## config.mk

```make
export PLATFORM = sky130hd
export DESIGN_NAME = motor_stage_error_handling
export DESIGN_NICKNAME = d
export VERILOG_FILES = /design/src/chopper_channel.v /design/src/motor_stage_error_handling.v
export VERILOG_INCLUDE_DIRS = /design/src
export SDC_FILE = /design/constraint.sdc
export NUM_CORES = 1
export LEC_CHECK = 0
export ABC_AREA = 0
export BUFFER_PORTS_ARGS = -buffer_cell sky130_fd_sc_hd__buf_2
export CORE_AREA = 2 2 178 180
export CTS_CLUSTER_DIAMETER = 30
export DETAILED_ROUTE_END_ITERATION = 10
export DIE_AREA = 0 0 180 182
export GPL_ROUTABILITY_DRIVEN = 0
export REMOVE_ABC_BUFFERS = 1
export SYNTH_ARGS = -nofsm -noshare
export SYNTH_HDL_FRONTEND = slang
export SYNTH_HIERARCHICAL = 1
export SYNTH_SLANG_ARGS = --single-unit
```

## constraint.sdc

```tcl
create_clock -name mclk -period 4.3 [get_ports mclk]
set_clock_uncertainty 0.05 [all_clocks]
set_input_delay 0.43 -clock mclk [delete_from_list [all_inputs] [get_ports mclk]]
set_output_delay 0.43 -clock mclk [all_outputs]
set_load 0.1 [all_outputs]
```

## src/motor_err_map.vh

```
// motor_err_map.vh: constants for the motor stage error supervisor
// assumes inclusion by bare name from the design files
`ifndef MOTOR_ERR_MAP_VH
`define MOTOR_ERR_MAP_VH

// diagnostic word bit positions
`define DIAG_OVERLOAD_BIT 9
`define DIAG_OVERVOLT_BIT 11
`define DIAG_SHORT_BIT 12
`define DIAG_NOCTRL_BIT 14
`define DIAG_MISC_BIT 15
`define DIAG_OVERTEMP_BIT 8
// status byte bit positions
`define STAT_WARN_BIT 5
`define STAT_ERROR_BIT 6
// thresholds in percent of rated voltage
`define PCT_FULL 100
`define CHOP_THRESH_PCT 110
`define OVERVOLT_THRESH_PCT 110
// chopper duty: maximum on-time share in percent
`define CHOP_DUTY_MAX_PCT 50
// chopper pulse period in ns and in cycles at 25 MHz (40 ns)
`define CLK_PERIOD_NS 40
`define CHOP_PERIOD_NS 40000
`define CHOP_PERIOD_CYC (`CHOP_PERIOD_NS / `CLK_PERIOD_NS)
// reset values
`define DIAG_RESET 16'h0000

`endif

```

## src/chopper_channel.v

```verilog
// chopper_channel.v: one output channel, motor drive or brake-resistor chopper
// assumes supply voltage and rated voltage share one unit and scale
`timescale 1ns/1ps
`include "motor_err_map.vh"

module chopper_channel #(
    parameter VW = 12,
    parameter PERIOD = `CHOP_PERIOD_CYC
) (
    input wire mclk,
    input wire rst,
    input wire ce,
    input wire chopperMode,
    input wire powerOn,
    input wire motorDrive,
    input wire [VW-1:0] supplyVolt,
    input wire [VW-1:0] ratedVolt,
    output reg stageOut_r,
    output reg chopActive_r
);

localparam CW = 16;
localparam [CW-1:0] PER = PERIOD[CW-1:0];
// on-time never exceeds half the period; integer division rounds down
localparam integer ONMAX_I = PERIOD * `CHOP_DUTY_MAX_PCT / `PCT_FULL;
localparam [CW-1:0] ONMAX = ONMAX_I[CW-1:0];
localparam [VW+7:0] FULL_PCT = `PCT_FULL;
localparam [VW+7:0] CHOP_PCT = `CHOP_THRESH_PCT;

reg [CW-1:0] cnt_r;
wire [VW+7:0] supplyScaled = {8'h00, supplyVolt} * FULL_PCT;
wire [VW+7:0] threshScaled = {8'h00, ratedVolt} * CHOP_PCT;
wire overThresh = (supplyScaled >= threshScaled);

always @(posedge mclk) begin
    if (rst) begin
        cnt_r <= 16'h0000;
        stageOut_r <= 1'b0;
        chopActive_r <= 1'b0;
    end else if (ce) begin
        cnt_r <= (cnt_r >= PER - 16'h0001) ? 16'h0000 : cnt_r + 16'h0001;
        chopActive_r <= chopperMode & overThresh & powerOn;
        if (!powerOn) begin
            stageOut_r <= 1'b0;
        end else if (chopperMode) begin
            stageOut_r <= overThresh & (cnt_r < ONMAX);
        end else begin
            stageOut_r <= motorDrive;
        end
    end
end

endmodule // chopper_channel

```

## src/motor_stage_error_handling.v

```verilog
// motor_stage_error_handling.v: error supervisor and two output channels
// assumes cause inputs are raw pins; ack and configuration come from same-clock logic
// assumes rst is high for at least one edge; reset acts whether or not ce is high
// Function
// any hardware error removes motor power and sets the status error flag
// short circuit sets its diagnostic bit and is a hardware error
// control supply under minimum sets no-control-power bit, a hardware error
// after control supply returns, device reinitializes itself without acknowledge
// severe overtemperature sets misc error and overtemperature warning, a hardware error
// inconsistent configuration at initialization sets misc error, a hardware error
// overload escalates to misc error only when configured, with overload warning
// partner clears cause then acknowledges; device then cancels error indication
// each channel can be configured into brake-resistor chopper mode
// in chopper mode, supply at threshold of rated voltage drives pulses
// chopper pulse duty never exceeds its maximum
// motor voltage above rated plus margin sets warning and overvoltage bit
// error bits latch until acknowledged; ack with live cause keeps error
`timescale 1ns/1ps
`include "motor_err_map.vh"

module motor_stage_error_handling #(
    parameter VW = 12,
    parameter CHOP_PERIOD = `CHOP_PERIOD_CYC
) (
    input wire mclk,
    input wire rst,
    input wire ce,
    input wire shortCircuit,
    input wire ctrlPowerLow,
    input wire overTemp,
    input wire severeOverTemp,
    input wire overload,
    input wire configInvalid,
    input wire overload_as_error_cfg,
    input wire error_acknowledge_bit,
    input wire [1:0] chopper_mode_select,
    input wire [1:0] motorDrive,
    input wire [VW-1:0] supplyVolt,
    input wire [VW-1:0] rated_voltage_setting,
    output wire [15:0] diagWord,
    output wire [7:0] statusByte,
    output wire status_error_flag,
    output wire [1:0] stageOut,
    output wire [1:0] chopActive,
    output reg initBusy_r
);

////////////////////////////////////////////////////////////////////////////////
// synchronise pin causes
// bit order: short, control low, overtemp, severe heat, overload
// limitation: a cause pulse shorter than one clock may be missed
reg [4:0] sync1_r;
reg [4:0] sync2_r;
always @(posedge mclk) begin
    if (rst) begin
        sync1_r <= 5'h00;
        sync2_r <= 5'h00;
    end else if (ce) begin
        sync1_r <= {shortCircuit, ctrlPowerLow, overTemp, severeOverTemp, overload};
        sync2_r <= sync1_r;
    end
end
wire shortS = sync2_r[4];
wire ctrlLowS = sync2_r[3];
wire overTempS = sync2_r[2];
wire severeS = sync2_r[1];
wire overloadS = sync2_r[0];

////////////////////////////////////////////////////////////////////////////////
// initialization: one check cycle after reset or after control power returns
reg ctrlLowPrev_r;
reg initReq_r;
always @(posedge mclk) begin
    if (rst) begin
        ctrlLowPrev_r <= 1'b0;
        initReq_r <= 1'b1;
        initBusy_r <= 1'b1;
    end else if (ce) begin
        ctrlLowPrev_r <= ctrlLowS;
        // falling edge of low-supply restarts init with no acknowledge
        initReq_r <= ctrlLowPrev_r & ~ctrlLowS;
        // previous level bridges the edge between supply return and the check cycle
        initBusy_r <= initReq_r | ctrlLowS | ctrlLowPrev_r;
    end
end
wire initCheck = initReq_r;

////////////////////////////////////////////////////////////////////////////////
// diagnostic bit registers; all latch except the overtemperature warning
reg shortLat_r;
reg noCtrlLat_r;
reg miscLat_r;
reg overloadLat_r;
reg overvoltLat_r;
reg otempLat_r;

// percent factors at the width of the scaled words
localparam [VW+7:0] FULL_PCT = `PCT_FULL;
localparam [VW+7:0] OV_PCT = `OVERVOLT_THRESH_PCT;

wire ovl = overloadS & overload_as_error_cfg;
// configuration is judged only in the single check cycle of an init
wire cfgBad = initCheck & configInvalid;
wire miscCause = severeS | ovl | cfgBad;
// ack cancels only bits whose cause is gone; set wins over clear
wire ackClr = error_acknowledge_bit;
// both sides scaled to percent, so no divider is needed
wire [VW+7:0] supScaled = {8'h00, supplyVolt} * FULL_PCT;
wire [VW+7:0] ovThresh = {8'h00, rated_voltage_setting} * OV_PCT;
wire overvoltNow = supScaled > ovThresh;

// short circuit: held until an ack comes after the pin has gone quiet
always @(posedge mclk) begin
    if (rst) begin
        shortLat_r <= 1'b0;
    end else if (ce) begin
        shortLat_r <= shortS | (shortLat_r & ~ackClr);
    end
end

// control power: cleared by the init check cycle, no ack needed
always @(posedge mclk) begin
    if (rst) begin
        noCtrlLat_r <= 1'b0;
    end else if (ce) begin
        noCtrlLat_r <= ctrlLowS | (noCtrlLat_r & ~initReq_r);
    end
end

// misc error: severe heat, bad configuration or escalated overload
always @(posedge mclk) begin
    if (rst) begin
        miscLat_r <= 1'b0;
    end else if (ce) begin
        miscLat_r <= miscCause | (miscLat_r & ~ackClr);
    end
end

// overload warning latches whether or not it escalates
always @(posedge mclk) begin
    if (rst) begin
        overloadLat_r <= 1'b0;
    end else if (ce) begin
        overloadLat_r <= overloadS | (overloadLat_r & ~ackClr);
    end
end

// overvoltage warning stays until acknowledged
always @(posedge mclk) begin
    if (rst) begin
        overvoltLat_r <= 1'b0;
    end else if (ce) begin
        overvoltLat_r <= overvoltNow | (overvoltLat_r & ~ackClr);
    end
end

// overtemperature warning follows its cause; severe heat forces it too
always @(posedge mclk) begin
    if (rst) begin
        otempLat_r <= 1'b0;
    end else if (ce) begin
        otempLat_r <= overTempS | severeS;
    end
end

wire hwError = shortLat_r | noCtrlLat_r | miscLat_r;
wire warnAny = overloadLat_r | overvoltLat_r | otempLat_r;

////////////////////////////////////////////////////////////////////////////////
// output assembly
// registered so status byte and diagnostic word change on the same edge
// unused diagnostic and status bits read as zero
reg [15:0] diag_r;
reg [7:0] stat_r;
always @(posedge mclk) begin
    if (rst) begin
        diag_r <= `DIAG_RESET;
        stat_r <= 8'h00;
    end else if (ce) begin
        diag_r <= `DIAG_RESET;
        diag_r[`DIAG_SHORT_BIT] <= shortLat_r;
        diag_r[`DIAG_NOCTRL_BIT] <= noCtrlLat_r;
        diag_r[`DIAG_MISC_BIT] <= miscLat_r;
        diag_r[`DIAG_OVERLOAD_BIT] <= overloadLat_r;
        diag_r[`DIAG_OVERVOLT_BIT] <= overvoltLat_r;
        diag_r[`DIAG_OVERTEMP_BIT] <= otempLat_r;
        stat_r <= 8'h00;
        stat_r[`STAT_ERROR_BIT] <= hwError;
        stat_r[`STAT_WARN_BIT] <= warnAny;
    end
end
assign diagWord = diag_r;
assign statusByte = stat_r;
assign status_error_flag = stat_r[`STAT_ERROR_BIT];

// power stays off while any error is latched or init runs
wire powerOn = ~hwError & ~initBusy_r;

////////////////////////////////////////////////////////////////////////////////
// channels
// one instance per channel; both share the power gate, each has its own counter
genvar g;
generate
    for (g = 0; g < 2; g = g + 1) begin : ch
        chopper_channel #(
            .VW(VW),
            .PERIOD(CHOP_PERIOD)
        ) u_chan (
            .mclk(mclk),
            .rst(rst),
            .ce(ce),
            .chopperMode(chopper_mode_select[g]),
            .powerOn(powerOn),
            .motorDrive(motorDrive[g]),
            .supplyVolt(supplyVolt),
            .ratedVolt(rated_voltage_setting),
            .stageOut_r(stageOut[g]),
            .chopActive_r(chopActive[g])
        );
    end
endgenerate

endmodule // motor_stage_error_handling

```

* Word-level counts from Yosys, hierarchy flattened *
Index checks and enable logic that the tools add are counted.

cells by class
  muxes and demuxes = 6
  bitwise operators = 34
  $mul = 2
  add/subtract/negate cells = 2
  order comparisons = 6

operator list
  kind                   number
  $add 16x1->16 const B  2
  $ge 16x10->1 const B   2
  $lt 16x9->1 const B    2
  $mux 16                2
  $ge 19x19->1           1
  $gt 19x19->1           1
  $mul 12x6->18 const B  1
  $mul 12x5->17 const B  1
  $and 1x1->1            15
  $or 1x1->1             14
  $not 1->1              5
  $mux 1                 4

storage, ports and cells
  bits of input ports = 39
  logic and storage cells = 69
  output and inout port bits = 30
  flip-flop bits (word level) = 63

* Depth between registers and ports, before layout *
Gate-level depths: netlist of the first run.

  word-level depth = 5
  gate-level depth with buffers = 20

* Cells and area by module *
The synthesis of the first run kept the hierarchy.

by module, submodules not included
  module                           area each (um^2)  cells each  sequential area each (um^2)  times used
  motor_stage_error_handling       4,379.2           500         540.5                        1
  chopper_channel at ch[1].u_chan  3,902.5           453         360.3                        1
  chopper_channel at ch[0].u_chan  3,882.5           450         360.3                        1

* Least setup slack after synthesis of the first run *
No wires, ideal clock.

  path kind = input to register
  from = in rated_voltage_setting[8]
  to = reg ch[0].u_chan.stageOut_r
  stages = 19
  data arrival time = 4,458 ps
  library setup time = 92 ps
  required time = 4,158 ps
  setup slack = -301 ps
  cells stage by stage = fa_1 fa_1 inv_1 fa_1 inv_1 ha_1 a21o_1 nor3_1 nand2_1 a31o_2 a21oi_1 xor2_1 ha_1 and4_1 o211ai_1 nor3_1 o41a_1 o21ai_0 o32ai_1

on the way
  longest elaborated chain between the ends = 5

RTL lines
  item                    line                             RTL
  start: declaration      motor_stage_error_handling.v:39  input wire [VW-1:0] rated_voltage_setting,
  $mul 12x6->18           chopper_channel.v:32             wire [VW+7:0] threshScaled = {8'h00, ratedVolt} * CHOP_PCT;
  $ge 19x19->1            chopper_channel.v:33             wire overThresh = (supplyScaled >= threshScaled);
  $and 1x1->1             chopper_channel.v:46             stageOut_r <= overThresh & (cnt_r < ONMAX);
  $mux 1                  chopper_channel.v:45             end else if (chopperMode) begin
  $mux 1                  chopper_channel.v:43             if (!powerOn) begin
  end signal: assignment  chopper_channel.v:46
  end signal: assignment  chopper_channel.v:48             stageOut_r <= motorDrive;
  end: declaration        chopper_channel.v:18             output reg stageOut_r,

Every way passes these cells.
A chain may end at the register's enable or synchronous reset.

* Worst setup path in the final report of the first run *
  from = in rated_voltage_setting[7]
  to = reg ch[0].u_chan.stageOut_r

Same word-level chain as after synthesis.

==> out/results.tsv, run 1 <==
metric	value	unit
path_delay_family	adder cells	
dr_wl_met2	15.0	mm
critical_path_buf_inv_count	4	
die_area	32800	µm²
coreArea	31000	µm²
fillCellCount	2884	
wl_met3	522	µm
whs	0.302	ns
numPortBuffers	52	
cts-root-buf	clkbuf_16	
grt_max_degree	36	
status	finished with violations	
first_global_vias	11000	
top_layer	met4	
nets	2123	
maxSlewViolCount	0	
cp_data_required_time	4.48	ns
hp-class	primary input to register	
io_pins	69	
layout-drive-gt1-share	24.9	%
path_max_fanout	5	
tightest_slew	0.801	ns
grt_overflow	0	
grt_pass1_wl	50.2	mm
row_count	65	
setup_viol	5	
final_cell_mix	264 x inv_1, 263 x ha_1, 237 x buf_4, 104 x nor2_1, 102 x fa_1	
antenna_found_initial	1	
dp_cells	2067	
ir_worst_vdd	0.223	mV
mostFrequentLayoutCell	inv_1	
finalCritPeriodShare	106	%
path_class	primary input to register	
syn_area	12200	µm²
clock-sinks	63	
crit_arrival	4.72	ns
gr-usage-all-layers	18.2	%
rsz0062_at_grt	yes	
start_util	39.3	%
fin_ws	-0.241	ns
synth_edf_count	0	
synth-async-reset-ratio	0	%
cts_buffer_depth	2	
cp-start-kind	primary input	
vias	10500	
dieWidth	180	µm
ys_ff_latch	63	
cp-end-kind	register	
cts_tree	done	
yosysSeqAreaShare	10.4	%
avgSynthCellArea	8.67	µm²
hpwl	24.4	mm
synth_flop_cell	dfxtp_1	
synth_area_leaders	ha_1 29%, fa_1 17%, dfxtp_1 10%	
p_leak	0.00813	µW
crit_chain	buf_12 > buf_4 > fa_1 > fa_1 > inv_1 > fa_1 > inv_1 > ha_4 > o21a_1 > o31ai_4 > a221o_1 > o21ai_1 > a21oi_1 > xor2_1 > ha_1 > and3_1 > nand3_2 > nor3_2 > o41a_1 > o21ai_2 > o32ai_2	
synth_top_cell_by_area	ha_1	
routed_wl	29.1	mm
area_delta_synth_final	29.1	%
cp_slowest_cell	fa_1	
cts_buffers	9	
final_hold_viol_count	0	
multi_input_area	10300	µm²
fmax	220	MHz
htree_levels	3	
first_pass_iters	4	
slowest_delay	0.53	ns
finalSetupTns	-1.02	ns
drcViolationCount	0	
path_common_cell	fa_1	
cap_violations	0	
dr.first_iter.drc_count	305	
via_per_inst	4.96	
violations	setup timing	
clk_pin_slew	0.05	ns
period_minus_slack	4.54	ns
wire_per_inst	13.8	µm
seq_area	1260	µm²
met1Wirelength	13.0	mm
total_power	7780	µW
ys.warnings.count	6	
dieHeight	182	µm
final_cells	2107	
syn_inst	1403	
p_per_area	495	nW/µm²
yosysUniqueCellTypes	72	
slew_headroom	46.1	%
fin_util	50.7	%
yosysTopAreaCellShare	29.1	%
clk_latency	0.32	ns
drtAntennaViolNets	0	
## flip-flops by register name, indices dropped and copies added, names as in the netlist, 2 cells and up
register and cells:
diagWord 6, sync2_r 5, ch.u_chan/chopActive_r 2, sync1_r 5
statusByte 2, ch.u_chan/cnt_r 32, ch.u_chan/stageOut_r 2
## cell type report
class / instances / share of cell area (%)
clock buffers: 13 / 1.59
inverters: 276 / 6.60
multi-input cells: 1049 / 65.8
clock inverters: 3 / 0.271
flip-flops and latches: 63 / 8.03
well taps: 402 / 3.20
diodes: 1 / 0.0159
repair buffers: 300 / 14.5
## worst register-to-register path, cell delays in order (launching register included)
cell and delay [ns]:
dfxtp_1 0.34, nor4_1 0.72, nand4b_1 0.37, a21oi_1 0.26, o31ai_2 0.11, buf_4 0.16, o22ai_2 0.08
## worst paths after layout
kind,startpoint,endpoint,slack [ns],cells past startpoint
setup reg to reg,miscLat_r,ch[1].u_chan/stageOut_r,2.15,6
setup / recovery,rated_voltage_setting[7],ch[0].u_chan/stageOut_r,-0.24,21
hold / removal,overload,sync1_r[0],0.30,3
hold reg to reg,ctrlLowPrev_r,initCheck,0.43,2
## cells in the mapped netlist, types with 8 or more instances
cell type and count:
a21oi_1 73, dfxtp_1 63, xor2_1 43, clkbuf_1 8, nor3_1 16, ha_1 283, mux2i_1 23, nor2b_1 15
a211oi_1 23, inv_1 276, o211ai_1 10, o21ai_0 40, nand2b_1 12, nand3_1 18, nand4_1 19, nor2_1 107
a21o_1 25, buf_4 17, xnor2_1 47, fa_1 102, nand2_1 56, o21a_1 14
## stage by stage
step / cell area (µm²) / setup WS [ns]
floorplan: 12000 / -0.301
global placement: 14500 / -0.792
detailed placement: 14500 / -0.897
CTS: 15500 / -0.179
global route: 15700 / -0.395
finish: 15700 / -0.241
## per-layer routing
layer | vias up | GRT usage [%]
li1 | 5298 | -
met1 | 5011 | 22.4
met2 | 113 | 34.4
met3 | 33 | 2.05
met4 | 0 | 3.28
met5 | - | 0
## repair_timing
item	CTS	global route
pin swaps	120	53
resized for setup	117	31
buffers inserted	18	7
gates cloned	0	0
hold buffers	0	0
setup endpoints to repair	5	5
## kinds of logic after synthesis
group,share of synthesized area [%]
muxes,1.89
xor gates and xnor gates,6.48
and+or+nand+nor,11.1
other,0.0308
adders and majority gates,45.9
DFF,10.4
AOI/OAI and AO/OA,14.1
buffers and inverters,10.1
## report_power, final
group	leakage (µW)	switching [µW]	internal, µW
clock	0.000140	243	464
sequential	0.000511	20.1	605
combinational	0.00748	3210	3240
No activity file was read; power rests on OpenSTA's default activity.
==> run 2: changes to the inputs <==
--- a/config.mk
+++ b/config.mk
@@ -15,2 +15,3 @@
 export GPL_ROUTABILITY_DRIVEN = 0
+export MAX_ROUTING_LAYER = met4
 export REMOVE_ABC_BUFFERS = 1
==> constraint.sdc (replaced) <==
create_clock -name mclk -period 4.3 [get_ports mclk]
set_clock_uncertainty 0.05 [all_clocks]
set_input_delay 0.645 -clock mclk [delete_from_list [all_inputs] [get_ports mclk]]
set_output_delay 0.645 -clock mclk [all_outputs]
set_load 0.1 [all_outputs]
==> run 2 against run 1 <==
The run still ends with setup timing left; register-to-register slack gained 0.07 ns; non-clock buffer count up 13; clock-buffer cell count fell by 1; critical path type unchanged; largest cell class unchanged.
==> out/results.tsv, run 2 (synthesis gave the netlist of run 1 again) <==
metric	value	unit	change
status	finished with violations		unchanged
violations	setup timing		unchanged
dr.first_iter.drc_count	352		was 305
die_area	32800	µm²	unchanged
cp-end-kind	register		unchanged
setup_viol	5		unchanged
crit_end	ch[0].u_chan/stageOut_r		unchanged
largest_reg_flops	32		unchanged
nets	2136		was 2,123
grt_max_degree	36		unchanged
hold_depth	2		was 3
via_per_inst	4.96		about the same
area_delta_synth_final	31.0	%	was 29.1%
placed_area	14600	µm²	was 14,500 µm²
cts-root-buf	clkbuf_16		unchanged
crit_arrival	4.86	ns	was 4.72 ns
r2r_slack	2.22	ns	was 2.15 ns
holdBufCountCts	0		unchanged
final_hold_viol_count	0		unchanged
coreArea	31000	µm²	unchanged
period_minus_slack	4.75	ns	was 4.54 ns
worstReg2RegEnd	ch[1].u_chan/stageOut_r		unchanged
fmax	211	MHz	was 220 MHz
cp-start-kind	primary input		unchanged
hp-class	register to register		was primary input to register
io_pins	69		unchanged
hpwl	24.7	mm	was 24.4 mm
ir_worst_vdd	0.225	mV	was 0.223 mV
grt_overflow	0		unchanged
clock-sinks	63		unchanged
first_pass_iters	4		unchanged
slew_headroom	51.5	%	was 46.1%
drtAntennaViolNets	0		unchanged
start_util	39.3	%	unchanged
cts_tree	done		unchanged
dp_cells	2079		was 2,067
mostFrequentLayoutCell	inv_1		unchanged
cp_data_required_time	4.42	ns	was 4.48 ns
rr_worst_depth	6		unchanged
wire_per_inst	13.8	µm	about the same
p_leak	0.00821	µW	was 0.00813 µW
path_class	primary input to register		unchanged
total_power	8070	µW	was 7780 µW
fin_ws	-0.447	ns	was -0.241 ns
path_max_fanout	4		was 5
vias	10500		about the same
crit_start	rated_voltage_setting[9]		was rated_voltage_setting[7]
cts_buffer_depth	2		unchanged
htree_levels	3		unchanged
p_per_area	506	nW/µm²	was 495 nW/µm²
final_cells	2119		was 2,107
regMostFlops	ch.u_chan/cnt_r		unchanged
cts_buffers	9		unchanged
numPortBuffers	52		unchanged
maxSlewViolCount	0		unchanged
clk_latency	0.33	ns	was 0.32 ns
routed_wl	29.3	mm	was 29.1 mm
finalCritPeriodShare	110	%	was 106%
layout-drive-gt1-share	26.0	%	was 24.9%
fin_area	15900	µm²	was 15,700 µm²
cap_violations	0		unchanged
row_count	65		unchanged
antenna_found_initial	1		unchanged
dieHeight	182	µm	unchanged
gr-usage-all-layers	18.6	%	was 18.2%
first_global_vias	11000		about the same
tightest_slew	0.720	ns	was 0.801 ns
final_cell_mix	264 x inv_1, 258 x ha_1, 248 x buf_4, 105 x nor2_1, 102 x fa_1		was 264 x inv_1, 263 x ha_1, 237 x buf_4, 104 x nor2_1, 102 x fa_1
drcViolationCount	0		unchanged
rsz0062_at_grt	yes		unchanged
reg2reg_from	miscLat_r		unchanged
whs	0.415	ns	was 0.302 ns
grt_pass1_wl	49.6	mm	was 50.2 mm
clk_pin_slew	0.05	ns	about the same
dieWidth	180	µm	unchanged
run 2: area by class of cell:
type	instances	area, µm²
clock buffers	12	246
clock inverters	3	67.6
inverters	276	1040
fillers	2870	15100
well taps	402	503
flip-flops and latches	63	1260
repair buffers	313	2370
diodes	1	2.50
multi-input cells	1049	10400
run 2: power breakdown:
part	internal (µW)	switching, µW
registers	605	19.5
clock network	520	247
logic	3340	3330
total	4470	3600
run 2: worst min-delay path by stage:
stage	from	to
final	ch[1].u_chan/chopActive_r	ch[1].u_chan/chopActive_r
after CTS	ch[1].u_chan/chopActive_r	ch[1].u_chan/chopActive_r
after global routing	ch[0].u_chan/chopActive_r	ch[0].u_chan/chopActive_r
after detailed placement	ch[1].u_chan/chopActive_r	ch[1].u_chan/chopActive_r
after floorplan	ctrlLowPrev_r	ctrlLowPrev_r
after global placement	ch[1].u_chan/chopActive_r	ch[1].u_chan/chopActive_r
run 2: layer usage:
layer | part of all wire, % | routed length [µm] | global-route usage, %
met2 | 52 | 15100 | 33.9
met4 | 2.2 | 639 | 3.97
met1 | 44 | 13000 | 22.3
met5 | 0 | 0 | -
met3 | 1.7 | 486 | 1.68
run 2: timing repair:
action,4_1_cts,5_1_grt
pin swaps,102,73
setup endpoints to repair,5,5
resized for setup,113,50
setup buffers,16,9
run 2: stage by stage:
stage | TNS [ns] | util, % | setup slack (ns)
floorplan | -1.89 | - | -0.516
global placement | -4.80 | 47.2 | -1.05
detailed placement | -5.05 | 47.2 | -1.14
CTS | -1.85 | 50.3 | -0.407
global route | -2.82 | 51.4 | -0.648
finish | -1.89 | 51.4 | -0.447
run 2: worst max-delay path, stage by stage:
cell and delay (ns):
buf_8 0.11, buf_6 0.12, fa_1 0.49, fa_1 0.52, inv_2 0.04, fa_1 0.47, inv_1 0.04, ha_2 0.17
a21o_1 0.17, a21oi_2 0.17, a21boi_4 0.23, o31ai_4 0.10, nor4b_2 0.30, a211oi_2 0.07, ha_1 0.30, buf_4 0.13
buf_4 0.13, a211oi_2 0.18, o22ai_1 0.12, o21ai_2 0.25, o32ai_2 0.12
